==> config.mk <==
export PLATFORM = sky130hd
export DESIGN_NAME = ddr_pre_top
export DESIGN_NICKNAME = d
export VERILOG_FILES = /design/src/ddr_pre_pkg.sv /design/src/strobe_if.sv /design/src/ccd_mon.sv /design/src/ddr_pre_top.sv /design/src/strobe_seq.sv
export SDC_FILE = /design/constraint.sdc
export NUM_CORES = 1
export LEC_CHECK = 0
export BUFFER_PORTS_ARGS = -buffer_cell sky130_fd_sc_hd__buf_2
export CAP_MARGIN = 25
export CORE_ASPECT_RATIO = 0.75
export CORE_UTILIZATION = 58
export CTS_CLUSTER_DIAMETER = 50
export CTS_CLUSTER_SIZE = 14
export DETAILED_ROUTE_END_ITERATION = 10
export PLACE_DENSITY_LB_ADDON = 0.25
export SYNTH_ARGS = -nofsm -noshare
export SYNTH_HDL_FRONTEND = slang
export SYNTH_SLANG_ARGS = --single-unit
export TNS_END_PERCENT = 50
==> constraint.sdc <==
create_clock -name clk -period 2.9 [get_ports clk]
set_input_delay 0.145 -clock clk [delete_from_list [all_inputs] [get_ports clk]]
set_output_delay 0.145 -clock clk [all_outputs]
set_load 0.01 [all_outputs]
==> src/ddr_pre_pkg.sv <==
// Shared constants, command layout and register map for the preamble block
package ddr_pre_pkg;
    localparam logic [7:0]  A_CTRL       = 8'h00;
    localparam logic [7:0]  A_STAT       = 8'h04;
    localparam logic [7:0]  A_PAT        = 8'h08;
    localparam logic [7:0]  A_WDAT       = 8'h0C;
    localparam int          C_MPR        = 0;
    localparam int          C_X16        = 1;
    localparam int          C_CRC        = 2;
    localparam int          C_BC4        = 3;
    localparam int          C_CL         = 4;
    localparam int          C_PAGE       = 9;
    localparam logic [4:0]  CL_RST       = 5'h0B;
    localparam logic [31:0] PAT_RST      = 32'h0000_0000;
    localparam int          S_CCD5       = 0;
    localparam int          S_CCDL       = 1;
    localparam int          MR4_WPRE     = 12;
    localparam int          MR4_RPRE     = 11;
    localparam int          MR4_TRAIN    = 10;
    localparam int          MR2_CWL      = 3;
    localparam logic [2:0]  MR_SEL4      = 3'h4;
    localparam logic [2:0]  MR_SEL2      = 3'h2;
    localparam logic [2:0]  CMD_MRS      = 3'h0;
    localparam logic [2:0]  CMD_RD       = 3'h5;
    localparam logic [2:0]  CMD_WR       = 3'h4;
    localparam logic [3:0]  CCD_S_CK     = 4'h4;
    localparam logic [3:0]  CCD_L_CK     = 4'h4;
    localparam logic [3:0]  CCD_BAD      = 4'h5;
    localparam logic [3:0]  CCD_BAD_CRC  = 4'h6;
    localparam logic [3:0]  BL8_HALVES   = 4'h8;
    localparam logic [3:0]  BC4_HALVES   = 4'h4;
    localparam logic [4:0]  PRE1_CK      = 5'h1;
    localparam logic [4:0]  PRE2_CK      = 5'h2;
    localparam logic [4:0]  CWL_MIN_2CK  = 5'h0E;

    typedef struct packed {
        logic        cs_n;
        logic        act_n;
        logic        ras_n;
        logic        cas_n;
        logic        we_n;
        logic [1:0]  bg;
        logic [1:0]  ba;
        logic [13:0] a;
    } cmd_s;

    function automatic logic [4:0] cwl_of(input logic [2:0] c);
        case (c)
            3'h0: cwl_of = 5'h09;
            3'h1: cwl_of = 5'h0A;
            3'h2: cwl_of = 5'h0B;
            3'h3: cwl_of = 5'h0C;
            3'h4: cwl_of = 5'h0E;
            3'h5: cwl_of = 5'h10;
            3'h6: cwl_of = 5'h12;
            default: cwl_of = 5'h14;
        endcase
    endfunction : cwl_of
endpackage : ddr_pre_pkg

==> src/strobe_if.sv <==
// Control and status bundle between the top level and a strobe sequencer
`timescale 1ns/1ps
interface strobe_if;
    logic       tick;
    logic       start;
    logic       pre2;
    logic [3:0] halves;
    logic       drv;
    logic       t_lvl;
    logic       in_burst;
    logic [2:0] beat;
    modport gen (input tick, start, pre2, halves, output drv, t_lvl, in_burst, beat);
    modport ctl (output tick, start, pre2, halves, input drv, t_lvl, in_burst, beat);
endinterface : strobe_if

==> src/ccd_mon.sv <==
// Column-command spacing monitor per bank group and preamble mode
`timescale 1ns/1ps
module ccd_mon (
    input  wire logic       clk,
    input  wire logic       rst,
    input  wire logic       tick,
    input  wire logic       col,
    input  wire logic       is_wr,
    input  wire logic [1:0] bg,
    input  wire logic       rpre2,
    input  wire logic       wpre2,
    input  wire logic       crc,
    output logic            bad5,
    output logic            badl,
    output logic [1:0]      last_bg
);
    typedef struct packed {
        logic [3:0] cnt;
        logic       seen;
        logic [1:0] bg;
        logic       b5;
        logic       bl;
    } mon_s;
    mon_s       st_r;
    mon_s       st_nxt;
    logic [3:0] gap;

    always_comb begin
        st_nxt    = st_r;
        // Saturated count stands for a long gap; wrapping to zero would flag a false violation
        gap       = (st_r.cnt == 4'hF) ? 4'hF : st_r.cnt + 4'h1;
        st_nxt.b5 = 1'b0;
        st_nxt.bl = 1'b0;
        if (tick) begin
            if (st_r.cnt != 4'hF) st_nxt.cnt = gap;
            if (col) begin
                if (st_r.seen) begin
                    st_nxt.b5 = (!is_wr && rpre2 && gap == ddr_pre_pkg::CCD_BAD) ||
                        (is_wr && wpre2 && gap == (crc ? ddr_pre_pkg::CCD_BAD_CRC
                                                       : ddr_pre_pkg::CCD_BAD));
                    st_nxt.bl = (bg == st_r.bg) ? (gap < ddr_pre_pkg::CCD_L_CK)
                                                : (gap < ddr_pre_pkg::CCD_S_CK);
                end
                st_nxt.cnt  = 4'h0;
                st_nxt.seen = 1'b1;
                st_nxt.bg   = bg;
            end
        end
    end

    always_ff @(posedge clk) begin
        if (rst) begin
            st_r <= '0;
        end else begin
            st_r <= st_nxt;
        end
    end

    assign bad5    = st_r.b5;
    assign badl    = st_r.bl;
    assign last_bg = st_r.bg;
endmodule : ccd_mon

==> src/ddr_pre_top.sv <==
// Top level: preamble modes, read preamble training and bank groups behind APB
`timescale 1ns/1ps
module ddr_pre_top (
    input  wire logic        clk,
    input  wire logic        rst,
    input  wire logic        psel,
    input  wire logic        penable,
    input  wire logic        pwrite,
    input  wire logic [7:0]  paddr,
    input  wire logic [31:0] pwdata,
    output logic [31:0]      prdata,
    output logic             pready,
    output logic             pslverr,
    input  wire logic        ck,
    input  wire logic        cs_n,
    input  wire logic        act_n,
    input  wire logic        ras_n,
    input  wire logic        cas_n,
    input  wire logic        we_n,
    input  wire logic [1:0]  bg,
    input  wire logic [1:0]  ba,
    input  wire logic [13:0] addr,
    input  wire logic        dqs_t_in,
    input  wire logic        dqs_c_in,
    output logic             dqs_t_out,
    output logic             dqs_c_out,
    output logic             dqs_oe,
    input  wire logic [7:0]  dq_in,
    output logic [7:0]       dq_out,
    output logic             dq_oe,
    output logic             wr_win
);
    typedef struct packed {
        logic [2:0]        ck_s;
        ddr_pre_pkg::cmd_s c1;
        ddr_pre_pkg::cmd_s c2;
        logic [7:0]        d1;
        logic [7:0]        d2;
        logic [1:0]        q1;
        logic [1:0]        q2;
        logic              q3;
        logic              mpr;
        logic              x16;
        logic              crc;
        logic              bc4;
        logic [4:0]        cl;
        logic [1:0]        page;
        logic              wpre2;
        logic              rpre2;
        logic              train;
        logic [2:0]        cwl;
        logic              s_ccd5;
        logic              s_ccdl;
        logic [1:0]        act_bg;
        logic [1:0]        act_ba;
        logic [1:0]        rba;
        logic [31:0]       pat;
        logic [7:0]        wdat;
        logic              wcap;
        logic [31:0]       rsch;
        logic [31:0]       wsch;
        logic              dqs_t;
        logic              dqs_c;
        logic              dqs_oe;
        logic [7:0]        dq;
        logic              dq_oe;
        logic              wr_win;
        logic [31:0]       prdata;
        logic              pready;
        logic              pslverr;
    } top_s;

    top_s        st_r;
    top_s        st_nxt;
    strobe_if    rif ();
    strobe_if    wif ();
    logic        rise;
    logic        fall;
    logic        sel;
    logic [2:0]  code;
    logic        is_act;
    logic        is_mrs;
    logic        is_rd;
    logic        is_wr;
    logic        rd_ok;
    logic        train_act;
    logic        srise;
    logic [1:0]  ebg;
    logic [4:0]  rpre;
    logic [4:0]  wpre;
    logic [4:0]  rlat;
    logic [4:0]  wlat;
    logic [7:0]  rbyte;
    logic        setup;
    logic        wr_acc;
    logic [31:0] rdv;
    logic        hit;
    logic        bad5;
    logic        badl;
    logic [1:0]  col_bg;
    logic        cwl_short;

    // Pin-side decode; every command-link pin is seen only after two flip-flops, APB inputs are decoded directly
    always_comb begin
        rise      = st_r.ck_s[1] & ~st_r.ck_s[2];
        fall      = ~st_r.ck_s[1] & st_r.ck_s[2];
        sel       = rise & ~st_r.c2.cs_n;
        code      = {st_r.c2.ras_n, st_r.c2.cas_n, st_r.c2.we_n};
        is_act    = sel & ~st_r.c2.act_n;
        is_mrs    = sel & st_r.c2.act_n & (code == ddr_pre_pkg::CMD_MRS);
        is_rd     = sel & st_r.c2.act_n & (code == ddr_pre_pkg::CMD_RD);
        is_wr     = sel & st_r.c2.act_n & (code == ddr_pre_pkg::CMD_WR);
        train_act = st_r.train & st_r.mpr;
        // While training only page-0 register reads release the strobes
        rd_ok     = is_rd & ~(train_act & (st_r.page != 2'h0));
        ebg       = st_r.x16 ? {1'b0, st_r.c2.bg[0]} : st_r.c2.bg;
        rpre      = st_r.rpre2 ? ddr_pre_pkg::PRE2_CK : ddr_pre_pkg::PRE1_CK;
        wpre      = st_r.wpre2 ? ddr_pre_pkg::PRE2_CK : ddr_pre_pkg::PRE1_CK;
        // Preamble is launched early so data lands on the latency edge
        rlat      = (st_r.cl > rpre) ? (st_r.cl - rpre - 5'h1) : 5'h0;
        wlat      = ddr_pre_pkg::cwl_of(st_r.cwl) - wpre - 5'h1;
        cwl_short = st_r.wpre2 && (ddr_pre_pkg::cwl_of(st_r.cwl) < ddr_pre_pkg::CWL_MIN_2CK);
        rbyte     = st_r.pat[{st_r.rba, 3'b000} +: 8];
        srise     = st_r.q2[1] & ~st_r.q3 & ~st_r.q2[0];
        setup     = psel & ~penable;
        wr_acc    = psel & penable & st_r.pready & pwrite;
    end

    assign rif.tick   = rise | fall;
    assign rif.start  = rise & st_r.rsch[0];
    assign rif.pre2   = st_r.rpre2;
    assign rif.halves = st_r.bc4 ? ddr_pre_pkg::BC4_HALVES : ddr_pre_pkg::BL8_HALVES;
    assign wif.tick   = rise | fall;
    assign wif.start  = rise & st_r.wsch[0];
    assign wif.pre2   = st_r.wpre2;
    assign wif.halves = st_r.bc4 ? ddr_pre_pkg::BC4_HALVES : ddr_pre_pkg::BL8_HALVES;

    strobe_seq u_rd_seq (
        .clk (clk),
        .rst (rst),
        .sif (rif)
    );

    // Write side reuses the sequencer as the expected receive window
    strobe_seq u_wr_seq (
        .clk (clk),
        .rst (rst),
        .sif (wif)
    );

    ccd_mon u_ccd (
        .clk     (clk),
        .rst     (rst),
        .tick    (rise),
        .col     (is_rd | is_wr),
        .is_wr   (is_wr),
        .bg      (ebg),
        .rpre2   (st_r.rpre2),
        .wpre2   (st_r.wpre2),
        .crc     (st_r.crc),
        .bad5    (bad5),
        .badl    (badl),
        .last_bg (col_bg)
    );

    // Register read view
    always_comb begin
        rdv = 32'h0000_0000;
        hit = 1'b1;
        unique case (paddr)
            ddr_pre_pkg::A_CTRL: begin
                rdv[ddr_pre_pkg::C_MPR]       = st_r.mpr;
                rdv[ddr_pre_pkg::C_X16]       = st_r.x16;
                rdv[ddr_pre_pkg::C_CRC]       = st_r.crc;
                rdv[ddr_pre_pkg::C_BC4]       = st_r.bc4;
                rdv[ddr_pre_pkg::C_CL +: 5]   = st_r.cl;
                rdv[ddr_pre_pkg::C_PAGE +: 2] = st_r.page;
            end
            ddr_pre_pkg::A_STAT: begin
                rdv[14:0] = {col_bg, st_r.act_ba, st_r.act_bg, st_r.cwl, train_act,
                             st_r.rpre2, st_r.wpre2, cwl_short, st_r.s_ccdl, st_r.s_ccd5};
            end
            ddr_pre_pkg::A_PAT:  rdv = st_r.pat;
            ddr_pre_pkg::A_WDAT: rdv[7:0] = st_r.wdat;
            default: hit = 1'b0;
        endcase
    end

    always_comb begin
        st_nxt      = st_r;
        st_nxt.ck_s = {st_r.ck_s[1:0], ck};
        st_nxt.c1   = {cs_n, act_n, ras_n, cas_n, we_n, bg, ba, addr};
        st_nxt.c2   = st_r.c1;
        st_nxt.d1   = dq_in;
        st_nxt.d2   = st_r.d1;
        st_nxt.q1   = {dqs_t_in, dqs_c_in};
        st_nxt.q2   = st_r.q1;
        st_nxt.q3   = st_r.q2[1];

        // Mode register writes arriving on the command pins
        if (is_mrs && {st_r.c2.bg[0], st_r.c2.ba} == ddr_pre_pkg::MR_SEL4) begin
            st_nxt.wpre2 = st_r.c2.a[ddr_pre_pkg::MR4_WPRE];
            st_nxt.rpre2 = st_r.c2.a[ddr_pre_pkg::MR4_RPRE];
            st_nxt.train = st_r.c2.a[ddr_pre_pkg::MR4_TRAIN];
        end
        if (is_mrs && {st_r.c2.bg[0], st_r.c2.ba} == ddr_pre_pkg::MR_SEL2) begin
            st_nxt.cwl = st_r.c2.a[ddr_pre_pkg::MR2_CWL +: 3];
        end
        if (is_act) begin
            st_nxt.act_bg = ebg;
            st_nxt.act_ba = st_r.c2.ba;
        end

        // Latency schedulers, one bit per clock still to wait
        if (rise) begin
            st_nxt.rsch = st_r.rsch >> 1;
            st_nxt.wsch = st_r.wsch >> 1;
        end
        if (rd_ok) begin
            st_nxt.rsch[rlat] = 1'b1;
            st_nxt.rba        = st_r.c2.ba;
        end
        if (is_wr) begin
            st_nxt.wsch[wlat] = 1'b1;
        end

        // Read strobes and data; training holds strobes and data parked
        if (rif.drv) begin
            st_nxt.dqs_t  = rif.t_lvl;
            st_nxt.dqs_c  = ~rif.t_lvl;
            st_nxt.dqs_oe = 1'b1;
        end else begin
            st_nxt.dqs_t  = 1'b0;
            st_nxt.dqs_c  = train_act;
            st_nxt.dqs_oe = train_act;
        end
        st_nxt.dq_oe = rif.in_burst | train_act;
        st_nxt.dq    = rif.in_burst ? {8{rbyte[3'h7 - rif.beat]}} : 8'hFF;

        // Write window spans preamble, burst and the half-clock postamble
        st_nxt.wr_win = wif.drv;
        if (wif.start) st_nxt.wcap = 1'b0;
        if (wif.in_burst && srise && !st_r.wcap) begin
            st_nxt.wdat = st_r.d2;
            st_nxt.wcap = 1'b1;
        end

        // APB slave: answers in the first access cycle
        st_nxt.pready  = setup;
        st_nxt.pslverr = setup & ~hit;
        st_nxt.prdata  = (setup & ~pwrite) ? rdv : 32'h0000_0000;
        if (wr_acc && paddr == ddr_pre_pkg::A_CTRL) begin
            st_nxt.mpr  = pwdata[ddr_pre_pkg::C_MPR];
            st_nxt.x16  = pwdata[ddr_pre_pkg::C_X16];
            st_nxt.crc  = pwdata[ddr_pre_pkg::C_CRC];
            st_nxt.bc4  = pwdata[ddr_pre_pkg::C_BC4];
            st_nxt.cl   = pwdata[ddr_pre_pkg::C_CL +: 5];
            st_nxt.page = pwdata[ddr_pre_pkg::C_PAGE +: 2];
        end
        if (wr_acc && paddr == ddr_pre_pkg::A_PAT) begin
            st_nxt.pat = pwdata;
        end
        // Sticky flags: write one to clear, a new event in the same cycle wins
        if (wr_acc && paddr == ddr_pre_pkg::A_STAT) begin
            if (pwdata[ddr_pre_pkg::S_CCD5]) st_nxt.s_ccd5 = 1'b0;
            if (pwdata[ddr_pre_pkg::S_CCDL]) st_nxt.s_ccdl = 1'b0;
        end
        if (bad5) st_nxt.s_ccd5 = 1'b1;
        if (badl) st_nxt.s_ccdl = 1'b1;
    end

    always_ff @(posedge clk) begin
        if (rst) begin
            st_r        <= '0;
            st_r.c1     <= '1;
            st_r.c2     <= '1;
            st_r.cl     <= ddr_pre_pkg::CL_RST;
            st_r.pat    <= ddr_pre_pkg::PAT_RST;
            st_r.dq     <= 8'hFF;
        end else begin
            st_r <= st_nxt;
        end
    end

    assign prdata    = st_r.prdata;
    assign pready    = st_r.pready;
    assign pslverr   = st_r.pslverr;
    assign dqs_t_out = st_r.dqs_t;
    assign dqs_c_out = st_r.dqs_c;
    assign dqs_oe    = st_r.dqs_oe;
    assign dq_out    = st_r.dq;
    assign dq_oe     = st_r.dq_oe;
    assign wr_win    = st_r.wr_win;
endmodule : ddr_pre_top

==> src/strobe_seq.sv <==
// Half-clock strobe sequencer: preamble, burst toggling, half-clock postamble
`timescale 1ns/1ps
module strobe_seq (
    input wire logic clk,
    input wire logic rst,
    strobe_if.gen    sif
);
    typedef enum logic [1:0] {
        S_IDLE  = 2'b00,
        S_PRE   = 2'b01,
        S_BURST = 2'b11,
        S_POST  = 2'b10
    } seq_e;
    typedef struct packed {
        seq_e       st;
        logic [3:0] cnt;
        logic       pend;
        logic       drv;
        logic       t;
        logic       inb;
        logic [2:0] beat;
    } seq_s;
    seq_s st_r;
    seq_s st_nxt;

    always_comb begin
        st_nxt = st_r;
        if (sif.tick) begin
            unique case (st_r.st)
                S_IDLE, S_POST: begin
                    st_nxt.drv = 1'b0;
                    st_nxt.inb = 1'b0;
                    st_nxt.st  = S_IDLE;
                    if (sif.start) begin
                        st_nxt.st  = S_PRE;
                        st_nxt.drv = 1'b1;
                        st_nxt.t   = 1'b0;
                        st_nxt.cnt = sif.pre2 ? 4'h3 : 4'h1;
                    end
                end
                S_PRE: begin
                    st_nxt.cnt = st_r.cnt - 4'h1;
                    if (st_r.cnt == 4'h0) begin
                        st_nxt.st   = S_BURST;
                        st_nxt.inb  = 1'b1;
                        st_nxt.t    = 1'b1;
                        st_nxt.beat = 3'h0;
                        st_nxt.cnt  = sif.halves - 4'h1;
                    end
                end
                S_BURST: begin
                    st_nxt.t    = ~st_r.t;
                    st_nxt.beat = st_r.beat + 3'h1;
                    st_nxt.cnt  = st_r.cnt - 4'h1;
                    if (sif.start) st_nxt.pend = 1'b1;
                    if (st_r.cnt == 4'h0) begin
                        if (st_r.pend || sif.start) begin
                            // Back-to-back burst: the strobe keeps toggling, no preamble
                            st_nxt.t    = 1'b1;
                            st_nxt.beat = 3'h0;
                            st_nxt.cnt  = sif.halves - 4'h1;
                            st_nxt.pend = 1'b0;
                        end else begin
                            st_nxt.st  = S_POST;
                            st_nxt.t   = 1'b0;
                            st_nxt.inb = 1'b0;
                        end
                    end
                end
            endcase
        end
    end

    always_ff @(posedge clk) begin
        if (rst) begin
            st_r <= '{st: S_IDLE, default: '0};
        end else begin
            st_r <= st_nxt;
        end
    end

    assign sif.drv      = st_r.drv;
    assign sif.t_lvl    = st_r.t;
    assign sif.in_burst = st_r.inb;
    assign sif.beat     = st_r.beat;
endmodule : strobe_seq

==> out/qor.txt, run 1 <==
nature of the critical path startpoint: flip-flop
hold endpoint: pready
synthesized area: 0.0107 mm^2
synthesized flop and latch total: 255
worst setup path class: reg2reg
Finish-stage setup viols: 0
Critical R2R Launch: st_r[162]
Hold/Removal Path Class: in2reg
Worst-path clk slew: 0.06 ns
Final Critical Period: 2.66 ns
Final Cycle Share: 91.9%
PortBufs: 117
Data arrival, critical path: 3.11 ns
Die Height: 120 um
syn avg cell area: 9.85 um^2
Slew @ Worst Pin: 0.817 ns
RSZ-0062 raised after global routing: false
pwr dens: 522 mW/mm^2
most common cell after layout, fill and taps aside: dfxtp_1
Core Rows: 42
die area: 0.0191 mm^2
Max Fclk: 375 MHz
Placer Congestion: 0.874
Detailed Route WL: 23600 um
CTS tree: built
initial antenna violation count: 1
FF-to-FF path depth: 10
Num Clock Sinks: 255
IO Pins: 126
post-synth cell types: 69
post_cts resized: 0
leakage: 4.88 nW
hpwl dp: 15400 um
# Post-CTS Setup Buffers: 0
gr usage total: 24.7%
layout cells sized above 1: 17.7%
critical path fanouts, max: 6
final hold vios: 0
Residual DRC: 0
register area share after synthesis: 47.6%
Hold Path Depth: 3
GR Overflow Total: 0
Area Overhead vs Synth: 16.8%
reg2reg end: st_r[60]
Post-CTS Hold Buffers: 69
total CTS buffers: 23
initial core utilization: 60.1%
Syn Inst Count: 1089
hold_sp: psel
Peak supply drop: 0.423 mV
Final Slew Violations: 0
Max Cap Viol: 0
CTS max path bufs: 3
yosys warns: 0
antenna cells: 0
vias in the first global route: 7546
drt pass-1 iters: 5
Layout Skew: 0.0163 ns
ranking of synthesized cells by area: dfxtp_1 (48%), mux2i_1 (12%), nor2_1 (4.5%)
Synth Flop Type: dfxtp_1
Design Area, Final: 0.0125 mm^2
setup tns final: 0 ns
CTS Root Cell: clkbuf_16
Die X: 159 um
outcome: finished, final reports clean
H-tree levels: 1
Synth area leader: dfxtp_1
dpl cell area: 0.0112 mm^2
Detailed Route Iter0 Violations: 523
first-pass GRT wire length: 38300 um
commonest non-fill, non-tap cells in the layout: dfxtp_1 (255), mux2i_1 (132), nor2_1 (128)
Core Area: 0.0179 mm^2
clock latency on the worst-skew pair: 0.52 ns
Total Nets Final: 1312
Avg WL per Cell: 16.1 um
relative max-transition margin: 45.6%
syn nets: 1183
top cell type's share of synthesized area: 47.6%
EDFF count, synth: 0
ys async rst share: 0%
CP Data Required Time: 3.35 ns
Worst Setup End Kind: flip-flop
worst reg-to-reg setup slack: 0.24 ns
largest net degree at the start of global routing: 61
vias per inst: 5.43
total number of vias: 7948
Final ANT Viol Nets: 0
==> power by group <==
group / switching, mW / leakage [nW] / internal, mW / total [mW]
logic: 0.144 / 2.51 / 0.158 / 0.303
registers: 0.0177 / 2.07 / 3.54 / 3.56
clock network: 1.25 / 0.298 / 1.43 / 2.68
==> layer usage <==
metal	track usage (%)	part of all wire [%]	vias up
met5	0	0.055	-
met3	3.98	5.6	47
met1	34.9	47	3654
met4	7.45	2.3	2
met2	39.1	45	256
li1	-	-	3989
==> how the worst max path moves through the flow <==
stage	to	cells after the start	start	slack, ns
after floorplan	st_r[59]	10	st_r[162]	0.28
after global placement	st_r[62]	10	st_r[162]	0.34
after detailed placement	st_r[60]	10	st_r[162]	0.29
after CTS	st_r[60]	10	st_r[162]	0.27
after global routing	st_r[60]	10	st_r[162]	0.12
final	st_r[60]	10	st_r[162]	0.24
==> final cells by class <==
class,instances,area (um^2)
multi-input combinational,704,4970
tap,242,303
timing repair buffer,203,1410
fill,1383,5340
clock inverter,5,41.3
sequential,255,5100
clock buffer,24,579
inverter,31,116
==> state kept, by name, indices dropped and copies added, names as in the netlist, 3 cells and up <==
| signal | count |
|---|---|
| u_rd_seq.st_r | 7 |
| prdata | 32 |
| code | 3 |
| u_rd_seq.sif.beat | 3 |
| u_ccd.st_r | 5 |
| st_r | 151 |
| u_wr_seq.st_r | 7 |
| st_nxt | 28 |
==> logic make-up (layout without fill, tap and decap cells) <==
family	count (synthesis)	after routing	share of synthesized area [%]
AOI/OAI and AO/OA	161	161	10.1
xor gates and xnor gates	7	7	0.571
adders and majority gates	15	15	1.89
buffers and inverters	130	263	6.26
DFF	255	255	47.6
muxes	147	147	15.7
and+or+nand+nor	374	374	17.9
==> stage by stage <==
step	std cells	hold WS, ns	total power [mW]	utilization [%]	setup slack (ns)
after floorplan	1089	0.249	3.78	-	0.280
after global placement	1366	0.331	3.86	62.8	0.343
after detailed placement	1366	0.332	3.87	62.8	0.288
after CTS	1464	0.0160	6.58	70.1	0.270
after global routing	1464	0.0466	6.75	70.1	0.123
final	1464	0.0293	6.54	70.1	0.236
==> Yosys cell counts (6+ instances only) <==
| master | instances |
|---|---|
| nand3_1 | 11 |
| and2_1 | 23 |
| o21ai_0 | 14 |
| mux2i_1 | 132 |
| nor2b_1 | 42 |
| nor3_1 | 16 |
| ha_1 | 13 |
| or3_1 | 6 |
| mux4_1 | 7 |
| or2_2 | 30 |
| buf_2 | 11 |
| a22oi_1 | 7 |
| clkbuf_1 | 39 |
| mux4_2 | 8 |
| nand3b_1 | 6 |
| a31oi_1 | 7 |
| nor2_1 | 129 |
| nand2_1 | 60 |
| inv_1 | 31 |
| nand2b_1 | 14 |
| a21oi_1 | 61 |
| nor3b_1 | 9 |
| buf_4 | 41 |
| o22ai_1 | 25 |
| dfxtp_1 | 255 |
| a211oi_1 | 7 |
==> worst max-delay path: stages, from the launching register on <==
cell and delay, ns:
dfxtp_1 0.52, nor2_1 0.10, xnor2_1 0.20, inv_1 0.08, fa_1 0.47, or4b_2 0.63
o41ai_1 0.08, a221oi_1 0.09, buf_4 0.17, o21a_1 0.17, nor2_1 0.08
No activity file was read; power rests on OpenSTA's default activity.
==> run 2, diff against run 1 <==
Settings changed: ABC_AREA from default to 1.
==> run 2 against run 1 <==
  * Clock power is essentially flat
  * Sequential power increased by 2%
  * Largest power group unchanged
  * Register-to-register slack improved by 0.36 ns
  * Area after synthesis fell by 0.42%
  * Critical path type unchanged
  * Flip-flop and latch count unchanged
  * Final cell count rose by 19%
  * Synthesized cell count is 27% higher
==> out/qor.txt, run 2 <==
outcome: finished, final reports clean
Area Overhead vs Synth: 15.3%
initial core utilization: 60.0% (-0.076 points)
Commonest cells post-synth: dfxtp_1 (255), inv_1 (188), nand2_1 (187)
Post-CTS Hold Buffers: 60 (-13%)
gr usage total: 25.2% (+0.48 points)
PortBufs: 117 (unchanged)
Core Rows: 42 (unchanged)
main combinational cell family by area after synthesis: simple AND/OR/NAND/NOR gates
CTS Root Cell: clkbuf_16
ranking of synthesized cells by area: dfxtp_1 (48%), a21oi_1 (7.4%), inv_1 (6.6%)
Top reg by flops: st_r
leakage: 4.95 nW (+1.5%)
Peak supply drop: 0.436 mV (+3.3%)
Synth Area in Compound Gates: 17.4% (+7.3 points)
Placer Congestion: 0.887 (+1.4%)
top cell type's share of synthesized area: 47.8% (+0.20 points)
post-synthesis simple-gate area fraction: 20.2% (+2.3 points)
GR Overflow Total: 0 (unchanged)
Total Nets Final: 1592 (+21%)
# Post-CTS Setup Buffers: 0 (unchanged)
Synth Area in Adders: 1.90% (+0.0080 points)
die area: 0.0190 mm^2 (-0.42%)
Detailed Route WL: 24000 um (+1.6%)
FF-to-FF path depth: 9 (-1)
CTS tree: built
antenna cells: 0 (unchanged)
Detailed Route Iter0 Violations: 796 (+52%)
critical path fanouts, max: 7 (+1)
worst setup path class: reg2reg
syn avg cell area: 7.72 um^2 (-22%)
Synth Flop Type: dfxtp_1
Hold/Removal Path Class: in2reg
EDFF count, synth: 0 (unchanged)
post-synthesis mux area share: 0.187% (-16 points)
post_cts resized: 0 (unchanged)
WHS: 0.0411 ns (+0.0118 ns)
H-tree levels: 1 (unchanged)
Finish-stage setup viols: 0 (unchanged)
Max Fclk: 434 MHz (+16%)
top-count cell post-synth: dfxtp_1
setup tns final: 0 ns (unchanged)
Die X: 159 um (-0.21%)
Critical R2R Launch: st_r[162]
Clk network pwr share: 39.9% (-1.1 points)
Gate power share: 5.8% (+1.2 points)
most common cell after layout, fill and taps aside: dfxtp_1
reg2reg end: st_r[55]
CP Launch Point: st_r[162]
total CTS buffers: 22 (-4.3%)
initial antenna violation count: 0 (-1)
switching share of power: 21.9% (+0.25 points)
register area share after synthesis: 47.8% (+0.20 points)
max reg flops: 151 (unchanged)
Final Slew Violations: 0 (unchanged)
Num Clock Sinks: 255 (unchanged)
vias per inst: 5.26 (-3.1%)
IO Pins: 126 (unchanged)
Residual DRC: 0 (unchanged)
Reg area: 0.00510 mm^2 (unchanged)
Layout Skew: 0.0127 ns (-0.00360 ns)
post-synthesis xor/xnor area fraction: 0.644% (+0.073 points)
layout cells sized above 1: 14.8% (-2.9 points)
Slew @ Worst Pin: 1.04 ns (+0.227 ns)
Synth area leader: dfxtp_1
Cell Int Power: 5.20 mW (+1.5%)
yosys warns: 0 (unchanged)
pwr dens: 540 mW/mm^2 (+3.5%)
drt pass-1 iters: 6 (+1)
CP Data Required Time: 3.33 ns (-0.02 ns)
multi-input combinational cell area: 0.00431 mm^2 (-13%)
final hold vios: 0 (unchanged)
Final Critical Period: 2.30 ns (-0.360 ns)
syn nets: 1478 (+25%)
Core Area: 0.0178 mm^2 (-0.29%)
P_sw: 1.46 mW (+3.0%)
commonest non-fill, non-tap cells in the layout: dfxtp_1 (255), inv_1 (188), nand2_1 (187)
synthesized flop and latch total: 255 (unchanged)
worst reg-to-reg setup slack: 0.60 ns (+0.36 ns)
Max Cap Viol: 0 (unchanged)
share of power burned in registers: 54.3% (about the same)
post-synth cell types: 48 (-30%)
Worst Setup End Kind: flip-flop
total number of vias: 9183 (+16%)
clock latency on the worst-skew pair: 0.51 ns (about the same)
Final Cycle Share: 79.4% (-12 points)
nature of the critical path startpoint: flip-flop
Worst-path clk slew: 0.06 ns (about the same)
Die Height: 120 um (-0.21%)
ys async rst share: 0% (unchanged)
Avg WL per Cell: 13.7 um (-15%)
largest net degree at the start of global routing: 111 (+82%)
relative max-transition margin: 30.4% (-15 points)
FILL cells: 1409 (+1.9%)
vias in the first global route: 8180 (+8.4%)
hpwl dp: 15800 um (+2.6%)
first-pass GRT wire length: 39600 um (+3.3%)
Syn Inst Count: 1384 (+27%)
Final ANT Viol Nets: 0 (unchanged)
synthesized area: 0.0107 mm^2 (-0.42%)
Data arrival, critical path: 2.74 ns (-0.37 ns)
RSZ-0062 raised after global routing: false
CTS max path bufs: 3 (unchanged)
end of the critical path: st_r[55]
[run 2: cell types whose count changed after synthesis, sizes merged, moves of 42 or more]
cell,previous run,this run
nor2b,42,0
a21oi,61,158
nand2,60,194
nand3,11,84
o21ai,15,142
mux2i,132,2
inv,31,195
[run 2: worst max-delay path, cell delays in order, from the launching register on]
cell	delay [ns]
dfxtp_1	0.34
inv_1	0.26
a21oi_1	0.12
a21oi_1	0.17
inv_1	0.08
fa_1	0.50
inv_1	0.15
xor2_1	0.31
nand4_1	0.16
a21oi_1	0.14
[run 2: final cells by class]
| cell class | count | area share (%) |
|---|---|---|
| clock inverter | 2 | 0.0812 |
| timing repair buffer | 186 | 10.2 |
| tap | 242 | 2.46 |
| sequential | 255 | 41.4 |
| clock buffer | 27 | 4.87 |
| inverter | 197 | 6.00 |
| multi-input combinational | 836 | 35.0 |
[run 2: per-layer routing]
| metal | wire length [um] | global-route usage (%) | up-vias |
|---|---|---|---|
| li1 | - | - | 4687 |
| met1 | 11500 | 36.7 | 4163 |
| met2 | 10300 | 39.3 | 304 |
| met4 | 401 | 5.04 | 0 |
| met3 | 1760 | 4.29 | 29 |
| met5 | 0 | 0 | - |
[run 2: how the worst min path moves through the flow]
stage | from | to | slack (ns) | cells past startpoint
after floorplan | addr[3] | st_nxt[201] | 0.25 | 1
after global placement | addr[12] | st_nxt[210] | 0.33 | 2
after detailed placement | cs_n | st_nxt[220] | 0.33 | 2
after CTS | rst | st_r[182] | 0.04 | 2
after global routing | rst | st_nxt[183] | 0.05 | 2
final | rst | st_r[186] | 0.04 | 2
[run 2: power groups by stage]
| stage | registers [mW] | clock network, mW | logic [mW] |
|---|---|---|---|
| 6_report | 3.62 | 2.66 | 0.385 |
| 5_1_grt | 3.62 | 2.86 | 0.433 |
| 4_1_cts | 3.61 | 2.71 | 0.379 |
| 3_5_place_dp | 3.69 | 0 | 0.316 |
| 3_3_place_gp | 3.69 | 0 | 0.310 |
| 2_1_floorplan | 3.68 | 0 | 0.218 |
[run 2: stage by stage]
| stage | worst slack [ns] | std cells | total power [mW] | cell area, um^2 | utilization [%] |
|---|---|---|---|---|---|
| 2_1_floorplan | 0.965 | 1384 | 3.90 | 10700 | - |
| 4_1_cts | 0.628 | 1745 | 6.70 | 12300 | 69.2 |
| 6_report | 0.596 | 1745 | 6.66 | 12300 | 69.2 |
| 3_5_place_dp | 0.640 | 1656 | 4.01 | 11100 | 62.4 |
| 3_3_place_gp | 0.714 | 1656 | 4.00 | 11100 | 62.4 |
| 5_1_grt | 0.380 | 1745 | 6.92 | 12300 | 69.2 |
[run 2: kinds of logic after synthesis]
| kind of cell | count (synthesis) |
|---|---|
| and+or+nand+nor | 462 |
| xor gates and xnor gates | 7 |
| AOI/OAI and AO/OA | 350 |
| muxes | 2 |
| DFF | 255 |
| buffers and inverters | 293 |
| adders and majority gates | 15 |
